--- config.mk ---
export PLATFORM = sky130hd
export DESIGN_NAME = pio_sample_byte_port
export DESIGN_NICKNAME = d
export VERILOG_FILES = /design/src/pkg/pio_port_pkg.sv /design/src/pkg/byte_track_if.sv /design/src/hdl/byte_tracker.sv /design/src/hdl/left_input_ctl.sv /design/src/hdl/pio_sample_byte_port.sv
export SDC_FILE = /design/constraint.sdc
export NUM_CORES = 1
export LEC_CHECK = 0
export ABC_AREA = 1
export BUFFER_PORTS_ARGS = -buffer_cell sky130_fd_sc_hd__buf_2
export CAP_MARGIN = 20
export CORE_MARGIN = 1.5
export CORE_UTILIZATION = 50
export CTS_CLUSTER_SIZE = 16
export DETAILED_ROUTE_END_ITERATION = 16
export PLACE_DENSITY = 0.74
export SYNTH_ARGS = -nofsm -noshare
export SYNTH_HDL_FRONTEND = slang
export SYNTH_SLANG_ARGS = --single-unit
--- constraint.sdc ---
create_clock -name i_clk_sys -period 5.6 [get_ports i_clk_sys]
set_clock_uncertainty 0.05 [all_clocks]
set_input_delay 0.84 -clock i_clk_sys [delete_from_list [all_inputs] [get_ports i_clk_sys]]
set_output_delay 0.84 -clock i_clk_sys [all_outputs]
set_load 0.01 [all_outputs]
--- src/pkg/pio_port_pkg.sv ---
// package: offsets, fields, reset values and states of the sample byte port
package pio_port_pkg;
  // direct addresses
  localparam logic [1:0] ADDR_INDEX = 2'h0;
  localparam logic [1:0] ADDR_IDATA = 2'h1;
  localparam logic [1:0] ADDR_STATUS = 2'h2;
  localparam logic [1:0] ADDR_PIO = 2'h3;
  // indirect indexes
  localparam logic [3:0] IDX_LEFT_INPUT = 4'h0;
  // left input control fields
  localparam int GAIN_LSB = 0;
  localparam int GAIN_W = 4;
  localparam int RES_BIT = 4;
  localparam int BOOST_BIT = 5;
  localparam int SRC_LSB = 6;
  localparam int SRC_W = 2;
  localparam logic [7:0] LEFT_INPUT_RST = 8'h00;
  localparam logic [7:0] LEFT_INPUT_WMASK = 8'hef;
  // status fields
  localparam int ST_CAP_HALF = 7;
  localparam int ST_CAP_CHAN = 6;
  localparam int ST_CAP_FRESH = 5;
  localparam int ST_OVER_UNDER = 4;
  localparam int ST_PLAY_HALF = 3;
  localparam int ST_PLAY_CHAN = 2;
  localparam int ST_PLAY_READY = 1;
  localparam int ST_IRQ = 0;
  // value read while initializing, and the index register reset value
  localparam logic [7:0] INIT_READ = 8'h80;
  localparam logic [7:0] INDEX_RST = 8'h40;
  // gain figures, in tenths of a dB
  localparam int GAIN_STEP_DB10 = 15;
  localparam int GAIN_MAX_DB10 = 225;
  localparam int BOOST_DB10 = 180;
  // left source choices
  typedef enum logic [1:0] {
    SRC_LINE,
    SRC_AUX1,
    SRC_MIC,
    SRC_DAC_MIX
  } left_source_t;
  // byte tracker states
  typedef enum logic [1:0] {
    BT_FIRST,
    BT_MID,
    BT_LAST,
    BT_DONE
  } byte_state_t;
endpackage
--- src/pkg/byte_track_if.sv ---
// interface: byte tracker control and position
`timescale 1ns/1ps
interface byte_track_if;
  logic step;
  logic restart;
  logic [1:0] nbytes;
  logic [1:0] pos;
  logic at_end;
  logic done;
  modport ctrl (output step, output restart, output nbytes,
    input pos, input at_end, input done);
  modport trk (input step, input restart, input nbytes,
    output pos, output at_end, output done);
endinterface

--- src/hdl/byte_tracker.sv ---
// byte tracking state machine for one sample direction
`timescale 1ns/1ps
module byte_tracker
  import pio_port_pkg::*;
(
  // clock and reset
  input wire logic i_clk_sys,
  input wire logic i_rst_n,
  // control
  byte_track_if.trk bt,
  // whether a step past the end holds or parks
  input wire logic i_hold_last
);
  byte_state_t state_ff;
  byte_state_t nxt_state;
  logic [1:0] pos_ff;
  logic [1:0] nxt_pos;
  wire last_pos = (pos_ff == bt.nbytes - 2'h1);

  always_comb
  begin
    nxt_state = state_ff;
    nxt_pos = pos_ff;
    case (state_ff)
      BT_FIRST, BT_MID:
      begin
        if (bt.step && last_pos)
          nxt_state = i_hold_last ? BT_LAST : BT_DONE;
        else if (bt.step)
        begin
          nxt_pos = pos_ff + 2'h1;
          nxt_state = BT_MID;
        end
      end
      BT_LAST: nxt_state = BT_LAST;
      BT_DONE: nxt_state = BT_DONE;
      default: nxt_state = BT_FIRST;
    endcase
    if (bt.restart)
    begin
      nxt_state = BT_FIRST;
      nxt_pos = 2'h0;
    end
  end

  always_ff @(posedge i_clk_sys or negedge i_rst_n)
  begin
    if (!i_rst_n)
    begin
      state_ff <= BT_FIRST;
      pos_ff <= 2'h0;
    end
    else
    begin
      state_ff <= nxt_state;
      pos_ff <= nxt_pos;
    end
  end

  assign bt.pos = pos_ff;
  assign bt.at_end = last_pos || state_ff == BT_LAST;
  assign bt.done = (state_ff == BT_DONE) || (state_ff == BT_LAST);

  restart_first_a: assert property (@(posedge i_clk_sys) disable iff (!i_rst_n)
    bt.restart |=> pos_ff == 2'h0 && state_ff == BT_FIRST)
    else $error("tracker not back at first byte");
endmodule

--- src/hdl/left_input_ctl.sv ---
// left input control register and its decoded fields
`timescale 1ns/1ps
module left_input_ctl
  import pio_port_pkg::*;
(
  // clock and reset
  input wire logic i_clk_sys,
  input wire logic i_rst_n,
  // write port
  input wire logic i_wr,
  input wire logic [7:0] i_wdata,
  // register and fields
  output logic [7:0] o_value,
  output logic [3:0] o_left_gain_step,
  output logic o_left_mic_boost,
  output logic [1:0] o_left_source_pick,
  output logic [7:0] o_gain_db10
);
  logic [7:0] reg_ff;

  // reserved bit never stored so it reads zero
  always_ff @(posedge i_clk_sys or negedge i_rst_n)
  begin
    if (!i_rst_n)
      reg_ff <= LEFT_INPUT_RST;
    else if (i_wr)
      reg_ff <= i_wdata & LEFT_INPUT_WMASK;
  end

  assign o_value = reg_ff;
  assign o_left_gain_step = reg_ff[GAIN_LSB +: GAIN_W];
  assign o_left_mic_boost = reg_ff[BOOST_BIT];
  assign o_left_source_pick = reg_ff[SRC_LSB +: SRC_W];
  // total gain in tenths of a dB modulo 256, mic boost added only on the mic path
  wire [7:0] step_db10 = 8'(GAIN_STEP_DB10) * {4'h0, o_left_gain_step};
  wire mic_boost_on = o_left_mic_boost &&
    left_source_t'(o_left_source_pick) == SRC_MIC;
  assign o_gain_db10 = step_db10 + (mic_boost_on ? 8'(BOOST_DB10) : 8'h00);

  gain_cap_a: assert property (@(posedge i_clk_sys) disable iff (!i_rst_n)
    step_db10 <= 8'(GAIN_MAX_DB10))
    else $error("gain step above maximum");
  boost_add_a: assert property (@(posedge i_clk_sys) disable iff (!i_rst_n)
    mic_boost_on |-> o_gain_db10 == step_db10 + 8'(BOOST_DB10))
    else $error("mic boost missing");
  res_zero_a: assert property (@(posedge i_clk_sys) disable iff (!i_rst_n)
    i_wr |=> !reg_ff[RES_BIT])
    else $error("reserved bit stored");
endmodule

--- src/hdl/pio_sample_byte_port.sv ---
// top: byte-wide host port with pio sample data and left input control
`timescale 1ns/1ps
module pio_sample_byte_port
  import pio_port_pkg::*;
(
  // clock and reset
  input wire logic i_clk_sys,
  input wire logic i_rst_n,
  // host bus
  input wire logic [1:0] i_direct_select,
  input wire logic i_rd,
  input wire logic i_wr,
  input wire logic [7:0] i_wdata,
  output logic [7:0] o_rdata,
  // device state
  input wire logic i_initializing,
  input wire logic i_sixteen_bit,
  input wire logic i_stereo,
  input wire logic i_over_under,
  input wire logic i_irq_state,
  // converter side
  input wire logic i_adc_new,
  input wire logic [31:0] i_adc_sample,
  input wire logic i_dac_take,
  output logic [31:0] o_dac_sample,
  output logic o_dac_ready,
  // left input controls
  output logic [3:0] o_left_gain_step,
  output logic o_left_mic_boost,
  output logic [1:0] o_left_source_pick,
  output logic [7:0] o_left_gain_db10
);
  byte_track_if cap_bt ();
  byte_track_if play_bt ();

  logic [3:0] indirect_index_ff;
  logic [7:0] index_hi_ff;
  logic [31:0] capture_ff;
  logic [31:0] playback_ff;
  logic capture_fresh_flag_ff;
  logic [7:0] rdata_ff;
  logic [7:0] nxt_rdata;
  logic [7:0] left_value;

  // ---- decode
  wire active = !i_initializing;
  wire wr_index = i_wr && active && i_direct_select == ADDR_INDEX;
  wire wr_idata = i_wr && active && i_direct_select == ADDR_IDATA;
  wire wr_pio = i_wr && active && i_direct_select == ADDR_PIO;
  wire rd_pio = i_rd && active && i_direct_select == ADDR_PIO;
  wire wr_left = wr_idata && indirect_index_ff == IDX_LEFT_INPUT;
  wire [1:0] sample_bytes = {i_stereo, ~i_stereo} << i_sixteen_bit;

  function automatic logic [7:0] pick_byte(input logic [31:0] s,
                                           input logic [1:0] p);
    pick_byte = s[{p, 3'h0} +: 8];
  endfunction

  // ---- index register
  always_ff @(posedge i_clk_sys or negedge i_rst_n)
  begin
    if (!i_rst_n)
    begin
      indirect_index_ff <= 4'h0;
      index_hi_ff <= INDEX_RST;
    end
    else if (wr_index)
    begin
      indirect_index_ff <= i_wdata[3:0];
      index_hi_ff <= {i_wdata[7:4], 4'h0};
    end
  end

  left_input_ctl u_left (
    .i_clk_sys(i_clk_sys),
    .i_rst_n(i_rst_n),
    .i_wr(wr_left),
    .i_wdata(i_wdata),
    .o_value(left_value),
    .o_left_gain_step(o_left_gain_step),
    .o_left_mic_boost(o_left_mic_boost),
    .o_left_source_pick(o_left_source_pick),
    .o_gain_db10(o_left_gain_db10)
  );

  // ---- capture path
  // bytes stored little-end first, ms byte of each word at odd positions
  assign cap_bt.step = rd_pio;
  assign cap_bt.restart = i_adc_new;
  assign cap_bt.nbytes = sample_bytes;

  byte_tracker u_cap (
    .i_clk_sys(i_clk_sys),
    .i_rst_n(i_rst_n),
    .bt(cap_bt),
    .i_hold_last(1'b1)
  );

  always_ff @(posedge i_clk_sys or negedge i_rst_n)
  begin
    if (!i_rst_n)
    begin
      capture_ff <= 32'h0000_0000;
      capture_fresh_flag_ff <= 1'b0;
    end
    else if (i_adc_new)
    begin
      capture_ff <= i_adc_sample;
      capture_fresh_flag_ff <= 1'b1; // new sample wins over a read
    end
    else if (rd_pio && cap_bt.at_end)
      capture_fresh_flag_ff <= 1'b0;
  end

  // once drained the pointer sits on the last byte, the ms byte
  wire [7:0] cap_byte = pick_byte(capture_ff, cap_bt.pos);

  // ---- playback path
  assign play_bt.step = wr_pio;
  assign play_bt.restart = i_dac_take;
  assign play_bt.nbytes = sample_bytes;

  byte_tracker u_play (
    .i_clk_sys(i_clk_sys),
    .i_rst_n(i_rst_n),
    .bt(play_bt),
    .i_hold_last(1'b0)
  );

  wire play_accept = wr_pio && !play_bt.done;

  always_ff @(posedge i_clk_sys or negedge i_rst_n)
  begin
    if (!i_rst_n)
      playback_ff <= 32'h0000_0000;
    else if (play_accept)
      playback_ff[{play_bt.pos, 3'h0} +: 8] <= i_wdata;
  end

  assign o_dac_sample = playback_ff;
  assign o_dac_ready = play_bt.done;

  // ---- status: upper when 8-bit or on odd position
  wire cap_upper = !i_sixteen_bit || cap_bt.pos[0];
  wire play_upper = !i_sixteen_bit || play_bt.pos[0];
  wire cap_left = !i_stereo || (cap_bt.pos < (i_sixteen_bit ? 2'h2 : 2'h1));
  wire play_left = !i_stereo ||
    (play_bt.pos < (i_sixteen_bit ? 2'h2 : 2'h1));
  wire [7:0] status_val = {cap_upper, cap_left, capture_fresh_flag_ff,
    i_over_under, play_upper, play_left, play_bt.done, i_irq_state};

  // ---- read mux, registered
  always_comb
  begin
    nxt_rdata = rdata_ff;
    if (i_rd)
    begin
      if (!active)
        nxt_rdata = INIT_READ;
      else
      begin
        case (i_direct_select)
          ADDR_INDEX: nxt_rdata = index_hi_ff | {4'h0, indirect_index_ff};
          ADDR_IDATA: nxt_rdata = (indirect_index_ff == IDX_LEFT_INPUT) ?
            left_value : 8'h00;
          ADDR_STATUS: nxt_rdata = status_val;
          ADDR_PIO: nxt_rdata = cap_byte;
          default: nxt_rdata = 8'h00;
        endcase
      end
    end
  end

  always_ff @(posedge i_clk_sys or negedge i_rst_n)
  begin
    if (!i_rst_n)
      rdata_ff <= 8'h00;
    else
      rdata_ff <= nxt_rdata;
  end

  assign o_rdata = rdata_ff;

  // ---- assertions
  init_read_a: assert property (@(posedge i_clk_sys) disable iff (!i_rst_n)
    i_rd && i_initializing |=> o_rdata == INIT_READ)
    else $error("init read not 80h");
  init_nowrite_a: assert property (@(posedge i_clk_sys)
    disable iff (!i_rst_n)
    i_wr && i_initializing && !i_dac_take |=> $stable(play_bt.pos)
      && $stable(playback_ff))
    else $error("write taken while initializing");
  cap_step_a: assert property (@(posedge i_clk_sys) disable iff (!i_rst_n)
    rd_pio && !cap_bt.at_end && !i_adc_new
      |=> cap_bt.pos == $past(cap_bt.pos) + 2'h1)
    else $error("capture pointer did not advance");
  cap_park_a: assert property (@(posedge i_clk_sys) disable iff (!i_rst_n)
    rd_pio && cap_bt.at_end && !i_adc_new
      |=> $stable(cap_bt.pos) && !capture_fresh_flag_ff)
    else $error("capture pointer left last byte");
  cap_restart_a: assert property (@(posedge i_clk_sys) disable iff (!i_rst_n)
    i_adc_new |=> cap_bt.pos == 2'h0 && capture_fresh_flag_ff)
    else $error("capture not restarted");
  stale_msb_a: assert property (@(posedge i_clk_sys) disable iff (!i_rst_n)
    rd_pio && !capture_fresh_flag_ff |=> o_rdata == $past(cap_byte))
    else $error("stale read wrong byte");
  play_drop_a: assert property (@(posedge i_clk_sys) disable iff (!i_rst_n)
    wr_pio && play_bt.done && !i_dac_take |=> $stable(playback_ff))
    else $error("extra playback write stored");
  play_restart_a: assert property (@(posedge i_clk_sys)
    disable iff (!i_rst_n)
    i_dac_take |=> play_bt.pos == 2'h0 && !o_dac_ready)
    else $error("playback not restarted");
  play_step_a: assert property (@(posedge i_clk_sys) disable iff (!i_rst_n)
    play_accept && !play_bt.at_end && !i_dac_take
      |=> play_bt.pos == $past(play_bt.pos) + 2'h1)
    else $error("playback pointer did not advance");

  fill_play_c: cover property (@(posedge i_clk_sys) disable iff (!i_rst_n)
    play_accept ##1 play_accept ##1 o_dac_ready);
  drain_cap_c: cover property (@(posedge i_clk_sys) disable iff (!i_rst_n)
    rd_pio && cap_bt.at_end ##1 rd_pio);
  index_left_c: cover property (@(posedge i_clk_sys) disable iff (!i_rst_n)
    wr_index ##[1:4] wr_left);
endmodule

==> metrics.txt <==
relative slew slack 0.365; mapped cell area approximately 5000 µm²; Final Cycle Share 0.785; Netlist cell types 34; final hold viol count 0; core area a little under 10000 µm²; gr ovfl total 0; Post-Syn Area per Cell 8.14 µm²; Final min period 4.39 ns; cell row count 36; initial antenna violation count 1; area growth from synthesis to layout 15.4%; status complete, no violations; Root Driver clkbuf_8; pwr dens about 350 nW/µm²; Die Ht 103 µm; post-cts sizing count 0; Total GRT Usage 0.235; Via density between 5 and 6; maximum fanout along the worst path 8; Synth Register Bits 95; CTS buffer count 9; Slew @ Worst Pin around 0.95 ns; Peak VDD IR 325 µV; Final setup violation count 0; Critical Path AT ~3.5 ns; Adder-Cell Fraction of Synth Area 0.0760; TritonCTS clock tree done; Setup Crit Path Kind flop to output port; Core Util, Final 0.595; Worst setup EP type output port; # DRC 0; HP Class primary input to async pin; largest net degree at the start of global routing 77; post-synthesis simple-gate area fraction 0.265; Initial Utilization 0.515; Vias roughly 4400; compound-cell area share of the yosys netlist 0.107; mean routed wirelength per cell around 14 µm; Ys Warns 0; TNS Setup 0 ns; RD Place Congestion ~0.88; post-synthesis net count approximately 700; area share of the largest cell type after synthesis 0.467; Top FF cell, synth dfrtp_1; H-tree depth reported by CTS 3; Num Clock Sinks 95; XOR/XNOR Fraction of Synth Area 0.00869; CTS hold repair buffers 0; largest family of logic cells by synthesized area simple AND/OR/NAND/NOR gates; mux cell area share after synthesis 0; final hold slack between 0.2 and 0.3 ns; worst skew pair latency ~0.36 ns; Critical Path RT roughly 4.7 ns; layout cells sized above 1 0.192; top post-synthesis cells by area dfrtp_1 47%, nand2_1 15%, ha_1 5.2%; ANT nets after route 0; DIE AREA between 10000 and 15000 µm²; vias in the first global route roughly 4100; EDFF count, synth 0; asr flop ratio synth 1.00; Post CTS Setup Buffer Count 0; Diodes inserted 0; Seq/Total Area, Yosys 0.472; Setup crit start kind flop; DIE WIDTH a little over 100 µm; PortBufs between 100 and 150; clk buf depth 2; Leakage Power ~0.0032 µW; Post-synth top cells 202 x nand2_1, 94 x dfrtp_1, 54 x inv_1; I/O pin count approximately 110; Max-Cap Viols 0; first-pass GRT wire length slightly below 20000 µm; Nets 794; largest area contributor in the netlist dfrtp_1; final wirelength approximately 12000 µm; Synth Instances 619; pins over their slew limit 0; Clock transition at path regs around 0.090 ns; post-DP HPWL 9100 µm; count leader, synth nand2_1; DR iter-0 viols around 260; DRT Pass-1 Iters 5; RSZ-0062 raised after global routing false; fmax around 230 MHz
## flip-flops by register name, indices dropped and copies added (netlist names)
register               count
indirect_index_ff          4
index_hi_ff                4
u_left.o_value             7
o_rdata                    8
u_play.bt.pos              2
o_dac_sample              32
u_play.state_ff            1
u_cap.state_ff             2
u_cap.bt.pos               2
capture_ff                32
capture_fresh_flag_ff      1
## kinds of logic after synthesis
logic type / Yosys count
compound gates: 101
flops: 95
xor+xnor: 5
buf+inv: 83
fa+ha+maj: 27
simple gates: 308
## report_power, final
group / internal (µW) / switching, µW
Clock: 233 / 229
Combinational: 311 / 434
Sequential: 760 / 79.6
## cells in the final DEF, fill, tap and decap left out
| cell type | instances |
|---|---|
| inv_2 | 1 |
| nand2_1 | 202 |
| or2_2 | 1 |
| nand2_2 | 3 |
| a21o_1 | 1 |
| dfrtp_1 | 94 |
| o21ai_0 | 36 |
| nor2_4 | 5 |
| nor2_2 | 1 |
| xor2_1 | 4 |
| nand3_1 | 35 |
| clkinv_2 | 1 |
| clkbuf_8 | 11 |
| inv_1 | 54 |
| o21ai_1 | 36 |
| o211ai_1 | 11 |
| nor3b_1 | 1 |
| buf_2 | 107 |
| nor2_1 | 36 |
| clkbuf_1 | 3 |
| clkinv_1 | 1 |
| nor2_8 | 1 |
| o31ai_1 | 1 |
| dfstp_2 | 1 |
| nand2_4 | 1 |
| buf_4 | 2 |
| xnor2_1 | 1 |
| nand3b_1 | 1 |
| a21oi_1 | 16 |
| inv_4 | 1 |
| clkinv_4 | 1 |
| nand4_1 | 21 |
| bufinv_16 | 1 |
| fa_1 | 6 |
| ha_1 | 21 |
## critical path, stage by stage (launching register included)
cell and delay, ns:
dfrtp_1 0.50, fa_1 0.62, fa_1 0.46, ha_1 0.32, ha_1 0.23, fa_1 0.41
nand2_1 0.11, nand2_1 0.05, a21oi_1 0.15, xor2_1 0.14, buf_2 0.14
## layer usage
metal | up-vias | track usage | part of all wire
met5 | - | 0 | 0.00099
met4 | 2 | 0.0696 | 0.011
met3 | 14 | 0.0464 | 0.058
met2 | 131 | 0.362 | 0.46
met1 | 2070 | 0.338 | 0.47
li1 | 2186 | - | -
## final timing paths
check | slack [ns] | cells after the start | to | start
max | 1.21 | 10 | o_left_gain_db10[7] | u_left.o_value[2]
min | 0.29 | 1 | capture_ff[19] | i_rst_n
max reg2reg | 2.88 | 6 | o_dac_sample[20] | u_play.bt.pos[0]
min reg2reg | 0.44 | 2 | capture_ff[21] | capture_ff[21]
max in group asynchronous | 3.96 | 2 | capture_ff[18] | i_rst_n
min in group i_clk_sys | 0.44 | 2 | capture_ff[21] | capture_ff[21]
## through the flow
step	total power [µW]	cell area (µm²)	worst slack (ns)	std cells
floorplan	1330	5040	1.82	619
global placement	1550	5620	1.76	836
detailed placement	1610	5620	1.59	836
CTS	2060	5820	1.19	852
global route	2190	5820	1.05	852
finish	2050	5820	1.21	852
## area by class of cell
cell class | instances | area (µm²)
Inverter | 58 | 221
Multi-Input combinational cell | 441 | 2300
Timing Repair Buffer | 109 | 551
Tap cell | 133 | 166
Clock inverter | 2 | 38.8
Clock buffer | 14 | 163
Sequential cell | 95 | 2380
Fill cell | 909 | 3960
(Power assumes the default switching activity.)
